### config.mk
export PLATFORM = sky130hd
export DESIGN_NAME = reset_source_prioritizer
export DESIGN_NICKNAME = d
export VERILOG_FILES = /design/src/verilog/reset_source_prioritizer.v
export VERILOG_INCLUDE_DIRS = /design/src /design/src/common
export SDC_FILE = /design/constraint.sdc
export NUM_CORES = 1
export LEC_CHECK = 0
export BUFFER_PORTS_ARGS = -buffer_cell sky130_fd_sc_hd__buf_2
export CORE_MARGIN = 3
export CORE_UTILIZATION = 31
export DETAILED_ROUTE_END_ITERATION = 6
export GPL_TIMING_DRIVEN = 1
export PLACE_DENSITY_LB_ADDON = 0.15
export SKIP_CTS_REPAIR_TIMING = 1
export SYNTH_ARGS = -nofsm -noshare
export SYNTH_HDL_FRONTEND = slang
export SYNTH_SLANG_ARGS = --single-unit
### constraint.sdc
create_clock -name aclk -period 6 [get_ports aclk]
set_input_delay 0.6 -clock aclk [delete_from_list [all_inputs] [get_ports aclk]]
set_output_delay 0.6 -clock aclk [all_outputs]
set_load 0.02 [all_outputs]
### src/common/reset_prioritizer_regs.vh
// register map, field positions, reset values and timing constants of the reset prioritizer
`ifndef RESET_PRIORITIZER_REGS_VH
`define RESET_PRIORITIZER_REGS_VH
// register byte addresses
`define ADDR_STATUS 4'h0
`define ADDR_EFFECT 4'h4
`define ADDR_CTRL 4'h8
`define ADDR_BLIND 4'hC
// status bit positions (sticky indicator bits)
`define ST_WAKE_STOP 1
`define ST_WAKE_SLEEP 2
`define ST_SOFT 3
`define ST_SYSWDT 4
`define ST_WINWDT 5
`define ST_PIN 6
`define ST_POR 7
// control bit positions
`define CTL_SOFT_REQ 0
`define CTL_USER_MODE 1
// effective reset type codes
`define EFF_NONE 3'h0
`define EFF_POR 3'h1
`define EFF_WAKE 3'h2
`define EFF_PIN 3'h3
`define EFF_WINWDT 3'h4
`define EFF_SOFT 3'h5
// firmware init levels
`define INIT_FULL 2'h0
`define INIT_MOST 2'h1
`define INIT_SKIP 2'h2
// reset values and timing
`define BLIND_RESET 8'h04
`define PULSE_NS 200
`define CLK_NS 50
`define PULSE_CYC ((`PULSE_NS + `CLK_NS - 1) / `CLK_NS)
// bus responses
`define RESP_OKAY 2'h0
`define RESP_SLVERR 2'h2
`endif

### src/verilog/reset_source_prioritizer.v
// reset source prioritizer with axi4-lite register slave
//
// Our own choices: the placing of the registers and the AXI4-Lite register port.
`timescale 1ns/100ps
`include "reset_prioritizer_regs.vh"
// Operation
// - every reset type resets cpu, peripherals, debug and port control
// - por and sleep wake-up clear sram; stop wake-up leaves sram untouched
// - pin, window watchdog, system watchdog and soft resets leave sram alone
// - pin or window watchdog reset during sram write may corrupt that byte
// - memory extension stack ram is reset by every reset type
// - pin, window watchdog and wake-up act like power-on reset
// - system watchdog and soft resets keep requestor bit, boot config, nmi flags
// - system watchdog and soft resets keep clock system and pll settings
// - nvm reset by all types; map ram kept on watchdog and soft resets
// - firmware init full, most, or skipped depending on reset type
// - soft reset raised by the system reset request bit
// - priority: por, wake-up, pin, window watchdog, then watchdog and soft
// - wake-up reset comes from enabled wake pin event in power-save mode
// - separate indicator bits for sleep and stop wake-up
// - any wake-up from sleep always resets the device
// - reset pin active low; in power-save mode it becomes a wake-up
// - reset pin filter time programmed by blind time register
// - window watchdog reset on overflow or closed-window service
// - por, wake, pin, window watchdog reset select pll clock in user mode
// - boot config latched on all resets except system watchdog and soft
module reset_source_prioritizer #(
  parameter BOOT_W = 3,
  parameter WAKE_W = 4
) (
  input wire aclk,
  input wire aresetn,
  input wire por_req,
  input wire [WAKE_W-1:0] wake_pin,
  input wire [WAKE_W-1:0] wake_enable,
  input wire in_sleep,
  input wire in_stop,
  input wire reset_pin_n,
  input wire winwdt_overflow,
  input wire winwdt_closed_service,
  input wire syswdt_overflow,
  input wire [BOOT_W-1:0] boot_pins,
  input wire sram_write_active,
  input wire [3:0] s_axi_awaddr,
  input wire s_axi_awvalid,
  output reg s_axi_awready,
  input wire [31:0] s_axi_wdata,
  input wire [3:0] s_axi_wstrb,
  input wire s_axi_wvalid,
  output reg s_axi_wready,
  output reg [1:0] s_axi_bresp,
  output reg s_axi_bvalid,
  input wire s_axi_bready,
  input wire [3:0] s_axi_araddr,
  input wire s_axi_arvalid,
  output reg s_axi_arready,
  output reg [31:0] s_axi_rdata,
  output reg [1:0] s_axi_rresp,
  output reg s_axi_rvalid,
  input wire s_axi_rready,
  output reg core_reset,
  output reg periph_reset,
  output reg debug_reset,
  output reg port_reset,
  output reg nvm_reset,
  output reg map_ram_reset,
  output reg sram_clear,
  output reg sram_byte_undefined,
  output reg stack_ram_reset,
  output reg clock_reset,
  output reg pll_select,
  output reg nmi_clear,
  output reg [1:0] fw_init_level,
  output reg [BOOT_W-1:0] boot_config,
  output reg [2:0] effective_reset
);

  // registers
  reg [7:0] status;
  reg [7:0] blind_time;
  reg user_mode;
  reg soft_req;
  reg [7:0] pin_cnt;
  reg pin_asserted;
  reg [7:0] pulse_cnt;
  reg [2:0] next_eff;
  reg [7:0] next_set;
  reg aw_hold;
  reg w_hold;
  reg [3:0] aw_addr;
  reg [31:0] w_data;
  reg [3:0] w_strb;
  wire write_go;
  wire pwr_save;
  wire wake_event;
  wire pin_req;
  wire winwdt_req;
  wire wake_any;

  // rank a set of request lines into one effective type
  function [2:0] rank;
    input por;
    input wake;
    input pin;
    input win;
    input low;
    begin
      if (por)
        rank = `EFF_POR;
      else if (wake)
        rank = `EFF_WAKE;
      else if (pin)
        rank = `EFF_PIN;
      else if (win)
        rank = `EFF_WINWDT;
      else if (low)
        rank = `EFF_SOFT;
      else
        rank = `EFF_NONE;
    end
  endfunction

  // pulse length sized to the counter here, so the load never drops bits
  // from the wide constant expression
  localparam [7:0] PULSE_LEN = `PULSE_CYC;

  // firmware start-up depth per effective type
  // cold and wake starts rebuild everything; pin and window watchdog starts
  // redo most of it, and the two low-level types skip it
  function [1:0] init_level;
    input [2:0] eff;
    begin
      case (eff)
        `EFF_POR: init_level = `INIT_FULL;
        `EFF_WAKE: init_level = `INIT_FULL;
        `EFF_PIN: init_level = `INIT_MOST;
        `EFF_WINWDT: init_level = `INIT_MOST;
        `EFF_SOFT: init_level = `INIT_SKIP;
        default: init_level = `INIT_FULL;
      endcase
    end
  endfunction

  // sram is wiped only on a cold start or a wake from sleep
  // both lose the ram supply, so its contents are garbage anyway;
  // a stop wake keeps power and must leave the data alone
  function clears_sram;
    input [2:0] eff;
    input sleep;
    begin
      clears_sram = (eff == `EFF_POR) || (eff == `EFF_WAKE && sleep);
    end
  endfunction

  // types that may cut a running sram write short
  // the targeted byte is then flagged, never repaired
  function cuts_write;
    input [2:0] eff;
    begin
      cuts_write = (eff == `EFF_PIN) || (eff == `EFF_WINWDT);
    end
  endfunction

  // low-level types keep clock, map ram, nmi flags and boot setup
  // so the core restarts on the clock setup it already had
  function keeps_setup;
    input [2:0] eff;
    begin
      keeps_setup = (eff == `EFF_SOFT);
    end
  endfunction

  // writable offsets; the effect register is read-only
  // a write elsewhere gets an error response and changes nothing
  function reg_writable;
    input [3:0] addr;
    begin
      reg_writable = (addr == `ADDR_STATUS) || (addr == `ADDR_CTRL) ||
                     (addr == `ADDR_BLIND);
    end
  endfunction

  assign pwr_save = in_sleep | in_stop;
  assign wake_event = pwr_save & (|(wake_pin & wake_enable));
  // pin assertion during power-save counts as a wake-up, not a pin reset
  assign wake_any = wake_event | (pin_asserted & pwr_save);
  assign pin_req = pin_asserted & ~pwr_save;
  assign winwdt_req = winwdt_overflow | winwdt_closed_service;

  // reset pin blind filter: low must persist past the programmed time
  always @(posedge aclk) begin
    if (!aresetn) begin
      pin_cnt <= 8'h00;
      pin_asserted <= 1'b0;
    end else if (reset_pin_n) begin
      pin_cnt <= 8'h00;
      pin_asserted <= 1'b0;
    end else if (pin_cnt >= blind_time) begin
      pin_asserted <= 1'b1;
    end else begin
      pin_cnt <= pin_cnt + 8'h01;
    end
  end

  // which sources are active this cycle and which effect wins
  always @* begin
    next_set = 8'h00;
    next_set[`ST_POR] = por_req;
    next_set[`ST_WAKE_SLEEP] = wake_any & in_sleep;
    next_set[`ST_WAKE_STOP] = wake_any & ~in_sleep;
    next_set[`ST_PIN] = pin_asserted;
    next_set[`ST_WINWDT] = winwdt_req;
    next_set[`ST_SYSWDT] = syswdt_overflow;
    next_set[`ST_SOFT] = soft_req;
    next_eff = rank(por_req, wake_any, pin_req, winwdt_req,
                    syswdt_overflow | soft_req);
  end

  // reset effect generation; one pulse of fixed length, started when a request is seen while no pulse runs
  always @(posedge aclk) begin
    if (!aresetn) begin
      pulse_cnt <= 8'h00;
      effective_reset <= `EFF_NONE;
      core_reset <= 1'b0;
      periph_reset <= 1'b0;
      debug_reset <= 1'b0;
      port_reset <= 1'b0;
      nvm_reset <= 1'b0;
      map_ram_reset <= 1'b0;
      sram_clear <= 1'b0;
      sram_byte_undefined <= 1'b0;
      stack_ram_reset <= 1'b0;
      clock_reset <= 1'b0;
      pll_select <= 1'b0;
      nmi_clear <= 1'b0;
      fw_init_level <= `INIT_FULL;
      boot_config <= {BOOT_W{1'b0}};
    end else if (next_eff != `EFF_NONE && pulse_cnt == 8'h00) begin
      pulse_cnt <= PULSE_LEN;
      effective_reset <= next_eff;
      core_reset <= 1'b1;
      periph_reset <= 1'b1;
      debug_reset <= 1'b1;
      port_reset <= 1'b1;
      nvm_reset <= 1'b1;
      stack_ram_reset <= 1'b1;
      // por and sleep wake clear ram; the others leave it
      sram_clear <= clears_sram(next_eff, in_sleep);
      sram_byte_undefined <= sram_write_active && cuts_write(next_eff);
      fw_init_level <= init_level(next_eff);
      if (keeps_setup(next_eff)) begin
        map_ram_reset <= 1'b0;
        clock_reset <= 1'b0;
        nmi_clear <= 1'b0;
      end else begin
        // hardware-equivalent to a cold power-on
        map_ram_reset <= 1'b1;
        clock_reset <= 1'b1;
        nmi_clear <= 1'b1;
        pll_select <= user_mode;
        boot_config <= boot_pins;
      end
    end else if (pulse_cnt != 8'h00) begin
      pulse_cnt <= pulse_cnt - 8'h01;
      if (pulse_cnt == 8'h01) begin
        core_reset <= 1'b0;
        periph_reset <= 1'b0;
        debug_reset <= 1'b0;
        port_reset <= 1'b0;
        nvm_reset <= 1'b0;
        map_ram_reset <= 1'b0;
        sram_clear <= 1'b0;
        stack_ram_reset <= 1'b0;
        clock_reset <= 1'b0;
        nmi_clear <= 1'b0;
      end
    end
  end

  // axi write channel capture; address and data may come in either order
  assign write_go = aw_hold & w_hold & ~s_axi_bvalid;

  always @(posedge aclk) begin
    if (!aresetn) begin
      aw_hold <= 1'b0;
      w_hold <= 1'b0;
      aw_addr <= 4'h0;
      w_data <= 32'h00000000;
      w_strb <= 4'h0;
      s_axi_awready <= 1'b0;
      s_axi_wready <= 1'b0;
      s_axi_bvalid <= 1'b0;
      s_axi_bresp <= `RESP_OKAY;
    end else begin
      s_axi_awready <= ~aw_hold & ~s_axi_awready & s_axi_awvalid;
      s_axi_wready <= ~w_hold & ~s_axi_wready & s_axi_wvalid;
      if (s_axi_awvalid && s_axi_awready) begin
        aw_hold <= 1'b1;
        aw_addr <= s_axi_awaddr;
      end
      if (s_axi_wvalid && s_axi_wready) begin
        w_hold <= 1'b1;
        w_data <= s_axi_wdata;
        w_strb <= s_axi_wstrb;
      end
      if (write_go) begin
        aw_hold <= 1'b0;
        w_hold <= 1'b0;
        s_axi_bvalid <= 1'b1;
        s_axi_bresp <= reg_writable(aw_addr) ? `RESP_OKAY : `RESP_SLVERR;
      end else if (s_axi_bvalid && s_axi_bready) begin
        s_axi_bvalid <= 1'b0;
      end
    end
  end

  // register updates; hardware set wins over a software clear
  always @(posedge aclk) begin
    if (!aresetn) begin
      status <= 8'h00;
      blind_time <= `BLIND_RESET;
      user_mode <= 1'b1;
      soft_req <= 1'b0;
    end else begin
      // the request bit self-clears once any reset pulse is running
      if (soft_req && pulse_cnt != 8'h00)
        soft_req <= 1'b0;
      if (write_go && w_strb[0]) begin
        case (aw_addr)
          `ADDR_STATUS: status <= (status & ~w_data[7:0]) | next_set;
          `ADDR_CTRL: begin
            soft_req <= w_data[`CTL_SOFT_REQ];
            user_mode <= w_data[`CTL_USER_MODE];
          end
          `ADDR_BLIND: blind_time <= w_data[7:0];
          default: status <= status | next_set;
        endcase
      end
      if (!(write_go && w_strb[0] && aw_addr == `ADDR_STATUS))
        status <= status | next_set;
    end
  end

  // read channel; one cycle from address to data
  always @(posedge aclk) begin
    if (!aresetn) begin
      s_axi_arready <= 1'b0;
      s_axi_rvalid <= 1'b0;
      s_axi_rdata <= 32'h00000000;
      s_axi_rresp <= `RESP_OKAY;
    end else begin
      s_axi_arready <= ~s_axi_arready & ~s_axi_rvalid & s_axi_arvalid;
      if (s_axi_arvalid && s_axi_arready) begin
        s_axi_rvalid <= 1'b1;
        s_axi_rresp <= `RESP_OKAY;
        case (s_axi_araddr)
          `ADDR_STATUS: s_axi_rdata <= {24'h000000, status};
          `ADDR_EFFECT: s_axi_rdata <= {16'h0000, 5'h00, boot_config[2:0],
                                        3'h0, fw_init_level, effective_reset};
          `ADDR_CTRL: s_axi_rdata <= {30'h00000000, user_mode, soft_req};
          `ADDR_BLIND: s_axi_rdata <= {24'h000000, blind_time};
          default: begin
            s_axi_rdata <= 32'h00000000;
            s_axi_rresp <= `RESP_SLVERR;
          end
        endcase
      end else if (s_axi_rvalid && s_axi_rready) begin
        s_axi_rvalid <= 1'b0;
      end
    end
  end

endmodule

==> summary by stage <==
Setup path
Of all nets on the critical path, the largest fanout is 12. The arrival time at the worst endpoint is 2840 ps. The worst setup path startpoint is pulse_cnt[0]. The setup slack of the worst register-to-register path is about 3400 ps. The required time reported for the critical path endpoint is 6260 ps.

Walking the worst path, the cells encountered are inv_1 -> ha_1 -> nand2b_1 -> nor3b_2 -> o21ai_2 -> or4_4 -> a21oi_2. The kind of end point of the critical path is a register. The number of cells on the worst reg-to-reg path is 7.

In this run the critical register-to-register path is launched from pulse_cnt[0]. On the worst path, the slowest cell contributes a delay of around 750 ps. By startpoint and endpoint, the worst setup path is classified as register to register.

STA classifies the critical path startpoint as a register. In this run the worst setup path terminates at fw_init_level[0]. The slowest stage of the critical path belongs to the cell sky130_fd_sc_hd__nor3b_2. The worst reg2reg path endpoint is fw_init_level[0].

STA
The accumulated negative setup slack is 0 ps. The final critical delay including setup and external delays is between 2000 and 3000 ps. The timing-limited maximum frequency is 388 MHz. Setup violations remaining at the end of the flow were counted as 0.

The max-slew violation count was 0. The maximum clock skew at final layout is 8.81 ps. The actual transition at the worst max-transition pin is 1210 ps.

Dividing the final minimum period by the clock period gives 0.429. The worst slew margin relative to its limit is 0.188. The final critical-path setup slack is 3430 ps. Setup repair after global routing left no endpoint under its margin. The number of hold violations in the final report is 0. The worst hold slack is 445 ps.

Floorplan
The floorplan step defined a die boundary enclosing 13600 um^2. The effective utilization at floorplan is 0.325. During I/O placement, the number of pins put on the boundary was 131. The floorplan has 39 rows.

The die is 117 um tall. Measured along the x axis, the die boundary spans between 100 and 150 um. The core region is 11700 um^2.

Clock network
The depth of the CTS H-tree is 3. The latest clock arrival within the worst-skew pair is 340 ps. The number of clock sinks is between 80 and 90.

Counting along the longest clock path gives a buffer depth of 2. The clock slew at the register clock pins of the worst setup and hold paths is 60 ps. The root buffer cell chosen for the clock tree is sky130_fd_sc_hd__clkbuf_16. The TritonCTS clock tree is built. The number of buffers inserted during clock tree synthesis is 9.

Layout
The count of placed standard cells in the final layout, fillers left out is 657. The proportion of layout cells with a drive suffix above 1 is 0.220. The total of fill cells in the finished design is 1202.

The share of the core filled with cells in the final layout is 0.382. The layout overhead on the synthesized area is 17.7%. The antenna cell count is 0. The final design instance area without fill is approximately 4500 um^2.

In the final layout, the multi-input gates occupy roughly 1900 um^2. Registers take 1620 um^2. In the final design database the tool counted 590 nets.

Detailed routing
The number of DRC violations after detailed-routing iteration 0 is 179. The total length of routed wires is 9.43 mm. The length of the first detailed-routing pass in iterations is 4. In the routed design, unresolved DRC markers number 0.

The number of nets still failing antenna checks after routing is 0. Using the TritonRoute via totals, the vias-per-cell ratio works out to 4.78. Detailed routing inserted a total of 3139 vias.

The average routed wire per standard cell is 14.4 um.

Global route
Entering global routing, the biggest net connects 53 pins. The global-route usage over all layers is 0.140. The number of global-route vias before repair is 2986. The global-route wire length before repair is 14.8 mm. Global routing finished with a remaining overflow of 0. The initial antenna violation count is 0.

Place
The total half-perimeter wirelength after legalization and detailed placement is 6.87 mm. The cell area after placement is 4150 um^2. In this run the tool buffered the top-level ports with 80 buffer cells. The congestion estimate from routability-driven global placement came to 0.749.

Before CTS, the worst setup slack after placement is 3480 ps. The instance count after placement with tap cells included is roughly 640.

Logic synthesis
The post-synthesis cell area is 3790 um^2. The number of enable flip-flop cells after synthesis is 0. The yosys synthesis warning count is 0.

Synthesis instantiated 49 different standard cells from the library. In the synthesized netlist the async set-or-reset flop fraction comes to 0. By area the synthesized netlist is led by sky130_fd_sc_hd__dfxtp_1, sky130_fd_sc_hd__buf_4, sky130_fd_sc_hd__a21oi_1, sky130_fd_sc_hd__nor2_1, sky130_fd_sc_hd__nand2_1.

In the synthesized netlist the dominant register cell turns out to be sky130_fd_sc_hd__dfxtp_1. Counting flops and latches in the post-synthesis netlist gives 81. Synthesis produced a netlist whose cell count is 445. Of the post-synthesis cell area, the dominant cell type holds 0.428. The biggest area consumer among synthesized cells is sky130_fd_sc_hd__dfxtp_1. The share of the Yosys chip area taken by registers is 0.428. The mean post-synth cell area is roughly 8.5 um^2.

Run
The number of violations of the max-capacitance limit is 0.

Power
Overall power consumption after layout is estimated at 1.59 mW. The power per cell area is 358 nW/um^2. The worst voltage drop across the vdd grid is 0.139 mV. For this design the static power due to leakage is between 1.5 and 2 nW.

Run status
The run finished with clean final reports.

Worst hold path
The tightest min-delay check is of the register to register type.
-- where the power goes --
part	total [mW]	leakage, nW	internal [mW]	switching, mW
Sequential	0.641	0.659	0.590	0.0514
Clock	0.559	0.143	0.329	0.230
Combinational	0.394	1.10	0.150	0.244
Total	1.59	1.90	1.07	0.526
-- cells by family after synthesis --
group | after synthesis | share of synthesized area
buffers and inverters | 66 | 0.0965
flip-flops | 81 | 0.428
XOR/XNOR | 3 | 0.00694
AO/OA/AOI/OAI | 99 | 0.166
AND/OR/NAND/NOR | 165 | 0.207
multiplexers | 19 | 0.0578
adder cells (fa/ha/maj) | 11 | 0.0364
other | 1 | 0.000990
-- registers in the layout, indices dropped and copies added (netlist names), 2 cells and up --
name             count
aw_addr              4
blind_time           8
boot_config          3
effective_reset      3
fw_init_level        2
pin_cnt              8
pulse_cnt            8
s_axi_rdata         11
status               8
w_data               8
-- synthesized netlist by cell type (all sizes together) (2+ instances only) --
master / instances
or4: 2
and3b: 2
buf: 36
o31ai: 3
nor3: 11
dfxtp: 81
nor3b: 3
nand2: 50
nand2b: 5
or2: 2
xnor2: 2
inv: 16
o21ai: 12
a31oi: 3
a21oi: 45
mux4: 2
nand3: 17
o21a: 10
nor2b: 5
ha: 11
and2: 3
a22oi: 10
a211oi: 3
mux2: 3
nor2: 53
or3: 7
mux2i: 14
a21boi: 7
nor4: 2
clkbuf: 14
nand4: 2
-- layer usage --
| layer | GRT usage | vias to the layer above | routed length, um |
|---|---|---|---|
| met5 | 0 | - | 0 |
| met4 | 0.0348 | 0 | 105 |
| met3 | 0.0352 | 8 | 484 |
| met2 | 0.233 | 76 | 4400 |
| met1 | 0.182 | 1445 | 4440 |
| li1 | - | 1610 | - |
-- worst min path at each step --
stage	slack, ps	to	cells after the start	start
final	440	status[0]	2	status[0]
after global placement	420	status[0]	2	status[0]
after detailed placement	430	status[0]	2	status[0]
after CTS	440	status[0]	2	status[0]
after global routing	470	status[0]	2	status[0]
after floorplan	410	status[0]	2	status[0]
-- cells in the final DEF, fill, tap and decap left out, types with 5 or more instances in the layout --
cell / netlist / final
sky130_fd_sc_hd__a22oi_1: 10 / 10
sky130_fd_sc_hd__nand2_1: 50 / 50
sky130_fd_sc_hd__mux2i_1: 14 / 14
sky130_fd_sc_hd__nand3_1: 17 / 17
sky130_fd_sc_hd__nand2b_1: 5 / 5
sky130_fd_sc_hd__or3_1: 7 / 7
sky130_fd_sc_hd__a21boi_0: 7 / 7
sky130_fd_sc_hd__nor2b_1: 5 / 5
sky130_fd_sc_hd__o21a_1: 10 / 10
sky130_fd_sc_hd__buf_2: 4 / 80
sky130_fd_sc_hd__clkbuf_16: 0 / 9
sky130_fd_sc_hd__ha_1: 11 / 11
sky130_fd_sc_hd__a21oi_1: 44 / 44
sky130_fd_sc_hd__o21ai_0: 8 / 8
sky130_fd_sc_hd__nor2_1: 53 / 53
sky130_fd_sc_hd__inv_1: 16 / 16
sky130_fd_sc_hd__nor3_1: 10 / 10
sky130_fd_sc_hd__dfxtp_1: 81 / 81
sky130_fd_sc_hd__conb_1: 1 / 23
-- worst max-delay path: cells and delay by family (launching register included) --
kind            cells  cell delay [ps]
buf+inv             1               70
flops               1              340
fa+ha+maj           1              210
compound gates      2              410
simple gates        3             1470
-- layout make-up --
class / count / area share
Clock inverter: 6 / 0.0171
Tap cell: 143 / 0.0402
Sequential cell: 81 / 0.364
Clock buffer: 10 / 0.0514
Multi-Input combinational cell: 320 / 0.422
Timing Repair Buffer: 81 / 0.0915
Inverter: 16 / 0.0135
Note: power is estimated with default switching activity, not from simulation.
